--- src/core/dnto_pkg.sv ---
// Constants, types and register map for the command decode, temperature status and termination control block.
// Assumes a single 50 MHz clock with a synchronous active-low reset and an AXI4-Lite register bus.
package dnto_pkg;

  // Register byte offsets
  localparam logic [7:0] REG_IRQ_STATUS = 8'h00;
  localparam logic [7:0] REG_IRQ_CLEAR  = 8'h04;
  localparam logic [7:0] REG_IRQ_ENABLE = 8'h08;
  localparam logic [7:0] REG_TERM_MODE  = 8'h0C;
  localparam logic [7:0] REG_TEMP_STAT  = 8'h10;
  localparam logic [7:0] REG_NOP_COUNT  = 8'h14;
  localparam logic [7:0] REG_STATE      = 8'h18;

  // Interrupt event bit positions
  localparam int EV_BAD_NOP   = 0;
  localparam int EV_TEMP_UPD  = 1;
  localparam int EV_ELEVATED  = 2;
  localparam int EV_TEMP_CHG  = 3;
  localparam int EV_W         = 4;

  // Termination mode register fields and reset value
  localparam int TM_RTT_LSB   = 0;
  localparam int TM_PD_EN     = 2;
  localparam logic [2:0] TERM_MODE_RST = 3'h0;

  // Temperature status fields
  localparam logic [2:0] TEMP_ELEVATED = 3'h3;
  localparam logic [2:0] TEMP_RST      = 3'h0;
  localparam logic [7:0] MR_ADDR_TEMP  = 8'h04;
  localparam logic [7:0] MR_ADDR_TERM  = 8'h0B;

  // Command encodings with chip select low: no-op and read on CA[2:0], MRR on CA[3:0]
  localparam logic [2:0] CA_NOP   = 3'h7;
  localparam logic [2:0] CA_READ  = 3'h5;
  localparam logic [3:0] CA_MRR   = 4'h8;
  localparam logic [1:0] AXI_OKAY   = 2'h0;
  localparam logic [1:0] AXI_SLVERR = 2'h2;

  // Timing: sensor interval and read busy window
  localparam int TSI_MS        = 32;
  localparam int CLK_KHZ       = 50000;
  localparam int TSI_CYC_DEF   = TSI_MS * CLK_KHZ;
  localparam logic [4:0] READ_BUSY_CYC = 5'h10;

  // Command pins sampled on the rising clock edge
  typedef struct packed {
    logic       cke;
    logic       cs_n;
    logic [3:0] ca;
  } dnto_cmd_s;

  // Read burst tracker
  typedef enum logic [1:0] {
    RD_IDLE = 2'b01,
    RD_BUSY = 2'b10
  } dnto_rd_e;

endpackage

--- src/core/dnto_core.sv ---
// Command decode, temperature status and termination control with an AXI4-Lite register slave.
// Assumes the device state flags come from the device's main state machine on the same clock.
//
// Our own choices: the AXI4-Lite interface to the registers and the placing of the registers.
`timescale 1ns/1ps
`default_nettype none

module dnto_core #(
  parameter int unsigned P_TSI_CYC  = dnto_pkg::TSI_CYC_DEF,
  parameter bit          P_HAS_ODT  = 1'b1
) (
  input  wire logic                   i_ref_clk,
  input  wire logic                   i_rst_n,
  input  wire dnto_pkg::dnto_cmd_s    i_cmd,
  input  wire logic [7:0]             i_mr_addr,
  input  wire logic                   i_self_refresh,
  input  wire logic                   i_power_down,
  input  wire logic                   i_deep_pd,
  input  wire logic                   i_ca_training,
  input  wire logic [2:0]             i_sensor_code,
  input  wire logic                   i_term_pin,
  output logic                        o_nop,
  output logic                        o_read_busy,
  output logic                        o_mrr_valid,
  output logic [7:0]                  o_mrr_data,
  output logic                        o_term_dq_en,
  output logic                        o_term_dqs_en,
  output logic                        o_term_dm_en,
  output logic [1:0]                  o_term_rtt_sel,
  output logic                        o_irq,
  input  wire logic [7:0]             i_awaddr,
  input  wire logic                   i_awvalid,
  output logic                        o_awready,
  input  wire logic [31:0]            i_wdata,
  input  wire logic [3:0]             i_wstrb,
  input  wire logic                   i_wvalid,
  output logic                        o_wready,
  output logic [1:0]                  o_bresp,
  output logic                        o_bvalid,
  input  wire logic                   i_bready,
  input  wire logic [7:0]             i_araddr,
  input  wire logic                   i_arvalid,
  output logic                        o_arready,
  output logic [31:0]                 o_rdata,
  output logic [1:0]                  o_rresp,
  output logic                        o_rvalid,
  input  wire logic                   i_rready
);
  import dnto_pkg::*;

  // Register map decode shared by read and write paths
  function automatic logic addr_mapped(input logic [7:0] a);
    addr_mapped = (a == REG_IRQ_STATUS) || (a == REG_IRQ_CLEAR) || (a == REG_IRQ_ENABLE) ||
                  (a == REG_TERM_MODE) || (a == REG_TEMP_STAT) || (a == REG_NOP_COUNT) ||
                  (a == REG_STATE);
  endfunction

  logic              cke_prev_q;
  logic              cmd_sel;
  logic              cmd_nop;
  logic              cmd_read;
  logic              cmd_mrr;
  dnto_rd_e          rd_state_q;
  logic [4:0]        rd_cnt_q;
  logic [2:0]        term_mode_q;
  logic [2:0]        temp_q;
  logic [2:0]        sensor_prev_q;
  logic [31:0]       tsi_cnt_q;
  logic              lp_prev_q;
  logic              temp_load;
  logic              term_allow_q;
  logic [31:0]       nop_cnt_q;
  logic [EV_W-1:0]   ev_status_q;
  logic [EV_W-1:0]   ev_enable_q;
  logic [EV_W-1:0]   ev_set;
  logic [EV_W-1:0]   ev_clr;
  logic              aw_have_q;
  logic              w_have_q;
  logic [7:0]        aw_addr_q;
  logic [31:0]       w_data_q;
  logic [3:0]        w_strb_q;
  logic              wr_go;
  logic [31:0]       rd_word;

  // Command decode at the rising edge
  assign cmd_sel  = i_cmd.cke && !i_cmd.cs_n;
  assign cmd_nop  = i_cmd.cs_n || (i_cmd.ca[2:0] == CA_NOP);
  assign cmd_read = cmd_sel && (i_cmd.ca[2:0] == CA_READ);
  assign cmd_mrr  = cmd_sel && (i_cmd.ca == CA_MRR);

  // Previous clock enable level
  always_ff @(posedge i_ref_clk)
  begin
    if (!i_rst_n)
      cke_prev_q <= 1'b1;
    else
      cke_prev_q <= i_cmd.cke;
  end

  // No-op pulse and counter
  always_ff @(posedge i_ref_clk)
  begin
    if (!i_rst_n)
    begin
      o_nop     <= 1'b0;
      nop_cnt_q <= 32'h00000000;
    end
    else
    begin
      o_nop <= cmd_nop && i_cmd.cke;
      if (cmd_nop && i_cmd.cke)
        nop_cnt_q <= nop_cnt_q + 32'h00000001;
    end
  end

  // Read burst tracker; a no-op never touches it
  always_ff @(posedge i_ref_clk)
  begin
    if (!i_rst_n)
    begin
      rd_state_q <= RD_IDLE;
      rd_cnt_q   <= 5'h00;
    end
    else
    begin
      case (rd_state_q)
        RD_IDLE:
        begin
          if (cmd_read || cmd_mrr)
          begin
            rd_state_q <= RD_BUSY;
            rd_cnt_q   <= READ_BUSY_CYC;
          end
        end
        RD_BUSY:
        begin
          if (cmd_read || cmd_mrr)
            rd_cnt_q <= READ_BUSY_CYC;
          else if (rd_cnt_q == 5'h01)
            rd_state_q <= RD_IDLE;
          else
            rd_cnt_q <= rd_cnt_q - 5'h01;
        end
        default:
          rd_state_q <= RD_IDLE;
      endcase
    end
  end

  assign temp_load = (tsi_cnt_q >= P_TSI_CYC - 1) ||
                     (lp_prev_q && !(i_self_refresh || i_power_down)) ||
                     (i_sensor_code != sensor_prev_q);

  // Temperature status refresh
  always_ff @(posedge i_ref_clk)
  begin
    if (!i_rst_n)
    begin
      temp_q        <= TEMP_RST;
      sensor_prev_q <= TEMP_RST;
      tsi_cnt_q     <= 32'h00000000;
      lp_prev_q     <= 1'b0;
    end
    else
    begin
      sensor_prev_q <= i_sensor_code;
      lp_prev_q     <= i_self_refresh || i_power_down;
      if (temp_load)
      begin
        temp_q    <= i_sensor_code;
        tsi_cnt_q <= 32'h00000000;
      end
      else
        tsi_cnt_q <= tsi_cnt_q + 32'h00000001;
    end
  end

  // Mode register read answer
  always_ff @(posedge i_ref_clk)
  begin
    if (!i_rst_n)
    begin
      o_mrr_valid <= 1'b0;
      o_mrr_data  <= 8'h00;
    end
    else
    begin
      o_mrr_valid <= cmd_mrr;
      if (cmd_mrr && i_mr_addr == MR_ADDR_TEMP)
        o_mrr_data <= {5'h00, temp_q};
      else if (cmd_mrr && i_mr_addr == MR_ADDR_TERM)
        o_mrr_data <= {5'h00, term_mode_q};
      else if (cmd_mrr)
        o_mrr_data <= 8'h00;
    end
  end

  // Termination permission from mode and operating state
  always_ff @(posedge i_ref_clk)
  begin
    if (!i_rst_n)
      term_allow_q <= 1'b0;
    else
      term_allow_q <= P_HAS_ODT
                      && (term_mode_q[TM_RTT_LSB +: 2] != 2'h0)
                      && !i_self_refresh && !i_deep_pd
                      && !(i_power_down && !term_mode_q[TM_PD_EN])
                      && !(cmd_read || cmd_mrr) && (rd_state_q != RD_BUSY || rd_cnt_q == 5'h01)
                      && !i_ca_training;
  end

  // Pin gates the enables directly, no clock sampling
  always_comb
  begin
    o_term_dq_en  = i_term_pin && term_allow_q;
    o_term_dqs_en = i_term_pin && term_allow_q;
    o_term_dm_en  = i_term_pin && term_allow_q;
  end

  // Resistance select follows the mode bits
  always_ff @(posedge i_ref_clk)
  begin
    if (!i_rst_n)
      o_term_rtt_sel <= 2'h0;
    else
      o_term_rtt_sel <= P_HAS_ODT ? term_mode_q[TM_RTT_LSB +: 2] : 2'h0;
  end

  // Read busy flag for the outside
  always_ff @(posedge i_ref_clk)
  begin
    if (!i_rst_n)
      o_read_busy <= 1'b0;
    else
      o_read_busy <= (rd_state_q == RD_BUSY);
  end

  // Events: bad no-op timing, refresh, elevated range, code change
  always_comb
  begin
    ev_set              = '0;
    ev_set[EV_BAD_NOP]  = cmd_nop && !i_cmd.cs_n && (i_cmd.cke != cke_prev_q);
    ev_set[EV_TEMP_UPD] = temp_load;
    ev_set[EV_ELEVATED] = temp_load && (i_sensor_code == TEMP_ELEVATED);
    ev_set[EV_TEMP_CHG] = temp_load && (i_sensor_code != temp_q);
  end

  // Sticky status; set wins over clear
  always_ff @(posedge i_ref_clk)
  begin
    if (!i_rst_n)
      ev_status_q <= '0;
    else
      ev_status_q <= (ev_status_q & ~ev_clr) | ev_set;
  end

  // Level interrupt
  always_ff @(posedge i_ref_clk)
  begin
    if (!i_rst_n)
      o_irq <= 1'b0;
    else
      o_irq <= |(((ev_status_q & ~ev_clr) | ev_set) & ev_enable_q);
  end

  // AXI write address and data capture, either order
  always_ff @(posedge i_ref_clk)
  begin
    if (!i_rst_n)
    begin
      aw_have_q <= 1'b0;
      w_have_q  <= 1'b0;
      aw_addr_q <= 8'h00;
      w_data_q  <= 32'h00000000;
      w_strb_q  <= 4'h0;
      o_awready <= 1'b0;
      o_wready  <= 1'b0;
    end
    else
    begin
      o_awready <= !aw_have_q && !(i_awvalid && o_awready) && !o_bvalid;
      o_wready  <= !w_have_q && !(i_wvalid && o_wready) && !o_bvalid;
      if (i_awvalid && o_awready)
      begin
        aw_have_q <= 1'b1;
        aw_addr_q <= i_awaddr;
      end
      else if (wr_go)
        aw_have_q <= 1'b0;
      if (i_wvalid && o_wready)
      begin
        w_have_q <= 1'b1;
        w_data_q <= i_wdata;
        w_strb_q <= i_wstrb;
      end
      else if (wr_go)
        w_have_q <= 1'b0;
    end
  end

  assign wr_go  = aw_have_q && w_have_q && !o_bvalid;
  assign ev_clr = (wr_go && aw_addr_q == REG_IRQ_CLEAR && w_strb_q[0]) ? w_data_q[EV_W-1:0] : '0;

  // Register writes and write response
  always_ff @(posedge i_ref_clk)
  begin
    if (!i_rst_n)
    begin
      term_mode_q <= TERM_MODE_RST;
      ev_enable_q <= '0;
      o_bvalid    <= 1'b0;
      o_bresp     <= AXI_OKAY;
    end
    else
    begin
      if (wr_go)
      begin
        o_bvalid <= 1'b1;
        o_bresp  <= addr_mapped(aw_addr_q) ? AXI_OKAY : AXI_SLVERR;
        if (aw_addr_q == REG_TERM_MODE && w_strb_q[0])
          term_mode_q <= w_data_q[2:0];
        if (aw_addr_q == REG_IRQ_ENABLE && w_strb_q[0])
          ev_enable_q <= w_data_q[EV_W-1:0];
      end
      else if (o_bvalid && i_bready)
        o_bvalid <= 1'b0;
    end
  end

  // Read data mux
  always_comb
  begin
    case (i_araddr)
      REG_IRQ_STATUS: rd_word = {28'h0000000, ev_status_q};
      REG_IRQ_ENABLE: rd_word = {28'h0000000, ev_enable_q};
      REG_TERM_MODE:  rd_word = {29'h0, term_mode_q};
      REG_TEMP_STAT:  rd_word = {29'h0, temp_q};
      REG_NOP_COUNT:  rd_word = nop_cnt_q;
      REG_STATE:      rd_word = {30'h0, term_allow_q, rd_state_q == RD_BUSY};
      default:        rd_word = 32'h00000000;
    endcase
  end

  // AXI read channel
  always_ff @(posedge i_ref_clk)
  begin
    if (!i_rst_n)
    begin
      o_arready <= 1'b0;
      o_rvalid  <= 1'b0;
      o_rdata   <= 32'h00000000;
      o_rresp   <= AXI_OKAY;
    end
    else
    begin
      o_arready <= !o_rvalid && !(i_arvalid && o_arready);
      if (i_arvalid && o_arready)
      begin
        o_rvalid <= 1'b1;
        o_rdata  <= rd_word;
        o_rresp  <= addr_mapped(i_araddr) ? AXI_OKAY : AXI_SLVERR;
      end
      else if (o_rvalid && i_rready)
        o_rvalid <= 1'b0;
    end
  end

endmodule

`default_nettype wire

--- config.mk ---
export PLATFORM = sky130hd
export DESIGN_NAME = dnto_core
export DESIGN_NICKNAME = d
export VERILOG_FILES = /design/src/core/dnto_pkg.sv /design/src/core/dnto_core.sv
export SDC_FILE = /design/constraint.sdc
export NUM_CORES = 1
export LEC_CHECK = 0
export BUFFER_PORTS_ARGS = -buffer_cell sky130_fd_sc_hd__buf_2
export CAP_MARGIN = 20
export CORE_MARGIN = 2
export CORE_UTILIZATION = 56
export CTS_BUF_LIST = sky130_fd_sc_hd__clkbuf_16
export CTS_CLUSTER_DIAMETER = 80
export DETAILED_ROUTE_END_ITERATION = 8
export HOLD_SLACK_MARGIN = 0.03
export MAX_ROUTING_LAYER = met4
export PLACE_DENSITY_LB_ADDON = 0.3
export SLEW_MARGIN = 20
export SYNTH_ARGS = -nofsm -noshare
export SYNTH_HDL_FRONTEND = slang
export SYNTH_SLANG_ARGS = --single-unit
--- constraint.sdc ---
create_clock -name i_ref_clk -period 5.4 [get_ports i_ref_clk]
set_input_delay 0.54 -clock i_ref_clk [delete_from_list [all_inputs] [get_ports i_ref_clk]]
set_output_delay 0.54 -clock i_ref_clk [all_outputs]
set_load 0.02 [all_outputs]
* Word-level counts from Yosys, hierarchy flattened
Cells that the tools add are included.
** Word-level totals
- Register bits :: 156
- Input port bits :: 81
- Logic and storage cells :: 174
** Operators by class
- Add/sub/neg operators :: 3
- $lt $le $gt $ge :: 1
- Eq/ne operators :: 29
- Mux-type cells :: 22
- Bitwise operators :: 5
- Reductions and logical operators :: 83
** Operators by type and width (count)
- $pmux 32 s6 :: 1
- $add 32x1->32 const B :: 2
- $eq 8x5->1 const B :: 6
- $eq 8x4->1 const B :: 5
- $logic_and 1x1->1 :: 35
- $ge 32x21->1 const B :: 1
- $eq 8x3->1 const B :: 3
- $logic_or 1x1->1 :: 18
- $logic_not 8->1 :: 2
- $logic_not 1->1 :: 15
- $mux 5 :: 3
- $reduce_bool 2->1 :: 6
- $mux 2 :: 5
- $pmux 5 s2 :: 1
- $mux 3 :: 3
- $and 4x4->4 :: 2
- $ne 2x2->1 const B :: 4
- $mux 1 :: 7
- $eq 3x3->1 const B :: 2
- $ne 3x3->1 :: 2
- $reduce_and 3->1 :: 2
- $eq 5x1->1 const B :: 1
- $sub 5x1->5 const B :: 1
- $eq 4x4->1 const B :: 1
- other kinds (14) :: 15

* Longest topological paths before layout
- Word-level depth :: 10
- Mapped depth :: 7
- Depth with buffers taken out :: 6

* Worst setup path before layout
OpenSTA, ideal clock, no wires.
- Path kind :: input -> register
- Start point :: input i_araddr[1]
- End point :: register o_rdata[11]
- Data arrival time :: 2.006 ns
- Required time :: 5.341 ns
- Slack :: 3.335 ns
- Cell stages on the path :: 6
- Path through :: or4_1 nor3_1 and3_1 buf_2 buf_2 a22o_1
** On the way
- Cells in the longest elaborated chain, start to end :: 2
- Elaborated cells between the ends (all ways) :: 7
** Ends and longest elaborated chain
- start: declaration :: line dnto_core.sv:41 : input wire logic [7:0] i_araddr,
- $eq 8x5->1 (tied with other cells) :: line dnto_core.sv:333 : case (i_araddr)
- $pmux 32 s6 * :: line dnto_core.sv:333
- end signal: assignment :: line dnto_core.sv:360 : o_rdata <= rd_word;
- end: declaration :: line dnto_core.sv:44 : output logic [31:0] o_rdata,
Every way passes the cells marked *; elsewhere a longest branch is shown, timed or not.
A chain may end at the register's enable or synchronous reset.

* Final worst setup path
- Start point :: register tsi_cnt_q[0]
- End point :: register tsi_cnt_q[6]
** On the way
- Cells in the longest elaborated chain, start to end :: 4
- Elaborated cells between the ends (all ways) :: 5
** Ends and longest elaborated chain
- start: declaration :: line dnto_core.sv:68 : logic [31:0] tsi_cnt_q;
- start signal: assignment :: line dnto_core.sv:174 : tsi_cnt_q <= tsi_cnt_q + 32'h00000001;
- $ge 32x21->1 :: line dnto_core.sv:150 : assign temp_load = (tsi_cnt_q >= P_TSI_CYC - 1) ||
- $logic_or 1x1->1 :: line dnto_core.sv:150
- $logic_or 1x1->1 :: line dnto_core.sv:151 : (lp_prev_q && !(i_self_refresh || i_power_down)) ||
- $reduce_or 2->1 (no line)
Several ways; a longest one is shown, not always the timed one.

==> out/metrics.yaml <==
outcome: "finished, final reports clean"
synth.cell_area_um2: 6290
critPathRequiredTime_ns: 5.68
ys.flop_type: "dfxtp_1"
end_kind: "register"
cts_tree: "done"
io_buffers: 100
crit_fanout: 21
synth_commonest_cells: "dfxtp_1, nor2_1, nand2_1, a21oi_1, xnor2_1"
critPathKind: "register to register"
ys_ff_latch: 154
track_usage_pct: 24.7
fin_area_um2: 7480
synth_area_leaders: "dfxtp_1, xnor2_1, nor2_1, a22o_1, a21oi_1"
first_global_vias: 5006
ys_types: 60
hp-class: "input port to register"
post-cts-setup-buffer-count: 0
path_cells: "ha_1 > nand4_1 > o211ai_1 > nand4_1 > nand3_1 > nor2_1"
routed-via-count: 5358
via_per_inst: 5.67
finalSetupTns_ns: 0
syn_area_per_cell_um2: 9.12
slew_headroom_pct: 28.1
drv_cap: 0
ioPinCount: 139
min_period_ns: 2.47
cts_sinks: 154
fmax_mhz: 404
drc: 0
grt_pass1_wl_um: 22500
placed_area_um2: 6870
async_flop_share_pct: 0
floorplan.die.width_um: 110
dr.first_iter.drc_count: 235
dpl.cell_count: 913
dieArea_um2: 12100
tightest_slew_ns: 1.08
finClkSkew_ns: 0.00428
synth_top_area_share_pct: 49.0
fillerInstances: 865
htree_num_levels: 4
period_share_pct: 45.8
place_congestion: 0.832
crit_path_top_delay_cell: "nand3_1"
power.total_mw: 2.50
finalNonFillerCells: 945
synth_warnings: 0
cpMostUsedCell: "nand4_1"
power_density_nw_per_um2: 334
startpoint_type: "register"
dieHeight_um: 110
wirelength_um: 13900
postRouteAntennaNets: 0
grt_max_degree: 76
start_util_pct: 57.8
synth_edf_count: 0
drive_gt1_share_pct: 17.3
diodes: 0
syn_inst: 690
core-area_um2: 10900
grt_overflow: 0
post_cts_resized: 0
worstPathArrival_ns: 2.75
synth_top_cell_by_area: "dfxtp_1"
cts-root-buf: "clkbuf_16"
dpl.hpwl_um: 9850
grt_setup_unrepaired: "false"
final_nets: 877
finalHoldViolCount: 0
yosysMostFrequentCell: "dfxtp_1"
cts_buffers: 17
path_clk_slew_ns: 0.06
maxSlewViolCount: 0
area_delta_synth_final_pct: 18.9
clk_latency_ns: 0.42
utilization_pct: 68.7
cts_max_path_buffers: 2
drt_first_pass_iters: 5
grt_antenna_before_repair: 0
avgRoutedWirePerCell_um: 14.7
ctsHoldBuffers: 0
vdd_ir_drop_max_mv: 0.252
leakage_nw: 2.90
slowest_delay_ns: 0.72
setup_viol: 0
fp-row-count: 38
seq_area_frac_synth_pct: 49.0
report_power, final:
group	internal, mW	total, mW	switching [mW]
clock	0.763	1.21	0.445
combinational	0.0433	0.114	0.0712
sequential	1.16	1.17	0.0158
cell usage in the layout, fill, tap and decap left out, drive strengths merged, types with 23 or more instances in the layout:
cell type	Yosys	layout
a22o	28	28
nand2	53	53
xnor2	33	33
nand3	33	33
dfxtp	154	154
inv	26	27
nor2	71	71
buf	18	102
o21ai	23	23
a21oi	42	42
worst max-delay path: cells and delay by family (launching register included):
family                   cells  cell delay [ns]
flip-flops                   1             0.36
adder cells (fa/ha/maj)      1             0.22
AND/OR/NAND/NOR              4             1.45
AO/OA/AOI/OAI                1             0.30
final cells by class:
type | instances | area, µm² | share of cell area (%)
clock buffers | 17 | 425 | 5.68
well taps | 140 | 175 | 2.34
repair buffers | 102 | 515 | 6.89
flip-flops and latches | 154 | 3080 | 41.2
multi-input cells | 491 | 3000 | 40.1
inverters | 26 | 97.6 | 1.30
clock inverters | 15 | 183 | 2.44
cells by family (layout without fill, tap and decap cells):
kind of cell             Yosys count  count (layout)  share of synthesized area, %
other                              1              18                        0.0596
XOR/XNOR                          44              44                          6.12
AO/OA/AOI/OAI                    141             141                          15.2
buffers and inverters             62             160                          4.47
AND/OR/NAND/NOR                  270             270                          22.2
flip-flops                       154             154                          49.0
multiplexers                      14              14                          2.23
adder cells (fa/ha/maj)            4               4                         0.795
path summary, 6_finish.rpt:
| kind | from | end | slack (ns) | cells after the start |
|---|---|---|---|---|
| min reg2reg | o_rvalid | o_arready | 0.44 | 1 |
| max | tsi_cnt_q[0] | tsi_cnt_q[6] | 2.93 | 6 |
| max reg2reg | tsi_cnt_q[0] | tsi_cnt_q[6] | 2.93 | 6 |
| min | i_awaddr[5] | aw_addr_q[5] | 0.35 | 3 |
sequential cells by signal, indices dropped and copies added, names as in the netlist, 2 cells and up:
register	flops
nop_cnt_q	32
o_rdata	32
tsi_cnt_q	32
aw_addr_q	8
rd_cnt_q	5
ev_enable_q	4
ev_status_q	4
w_data_q	4
o_mrr_data	3
sensor_prev_q	3
temp_q	3
term_mode_q	3
o_term_rtt_sel	2
rd_state_q	2
metrics by stage:
| stage | hold WS, ns | setup slack [ns] |
|---|---|---|
| global route | 0.360 | 2.68 |
| detailed placement | 0.436 | 2.33 |
| floorplan | 0.416 | 3.33 |
| finish | 0.354 | 2.93 |
| global placement | 0.421 | 2.51 |
| CTS | 0.338 | 2.53 |
metal layers:
| metal | track usage [%] | vias to the layer above | share of wire (%) |
|---|---|---|---|
| met5 | - | - | 0 |
| met4 | 12.8 | 0 | 3.1 |
| met3 | 6.41 | 37 | 4.8 |
| met2 | 40.8 | 145 | 50 |
| met1 | 27.6 | 2527 | 42 |
| li1 | - | 2649 | - |
No activity file was read; power rests on OpenSTA's default activity.
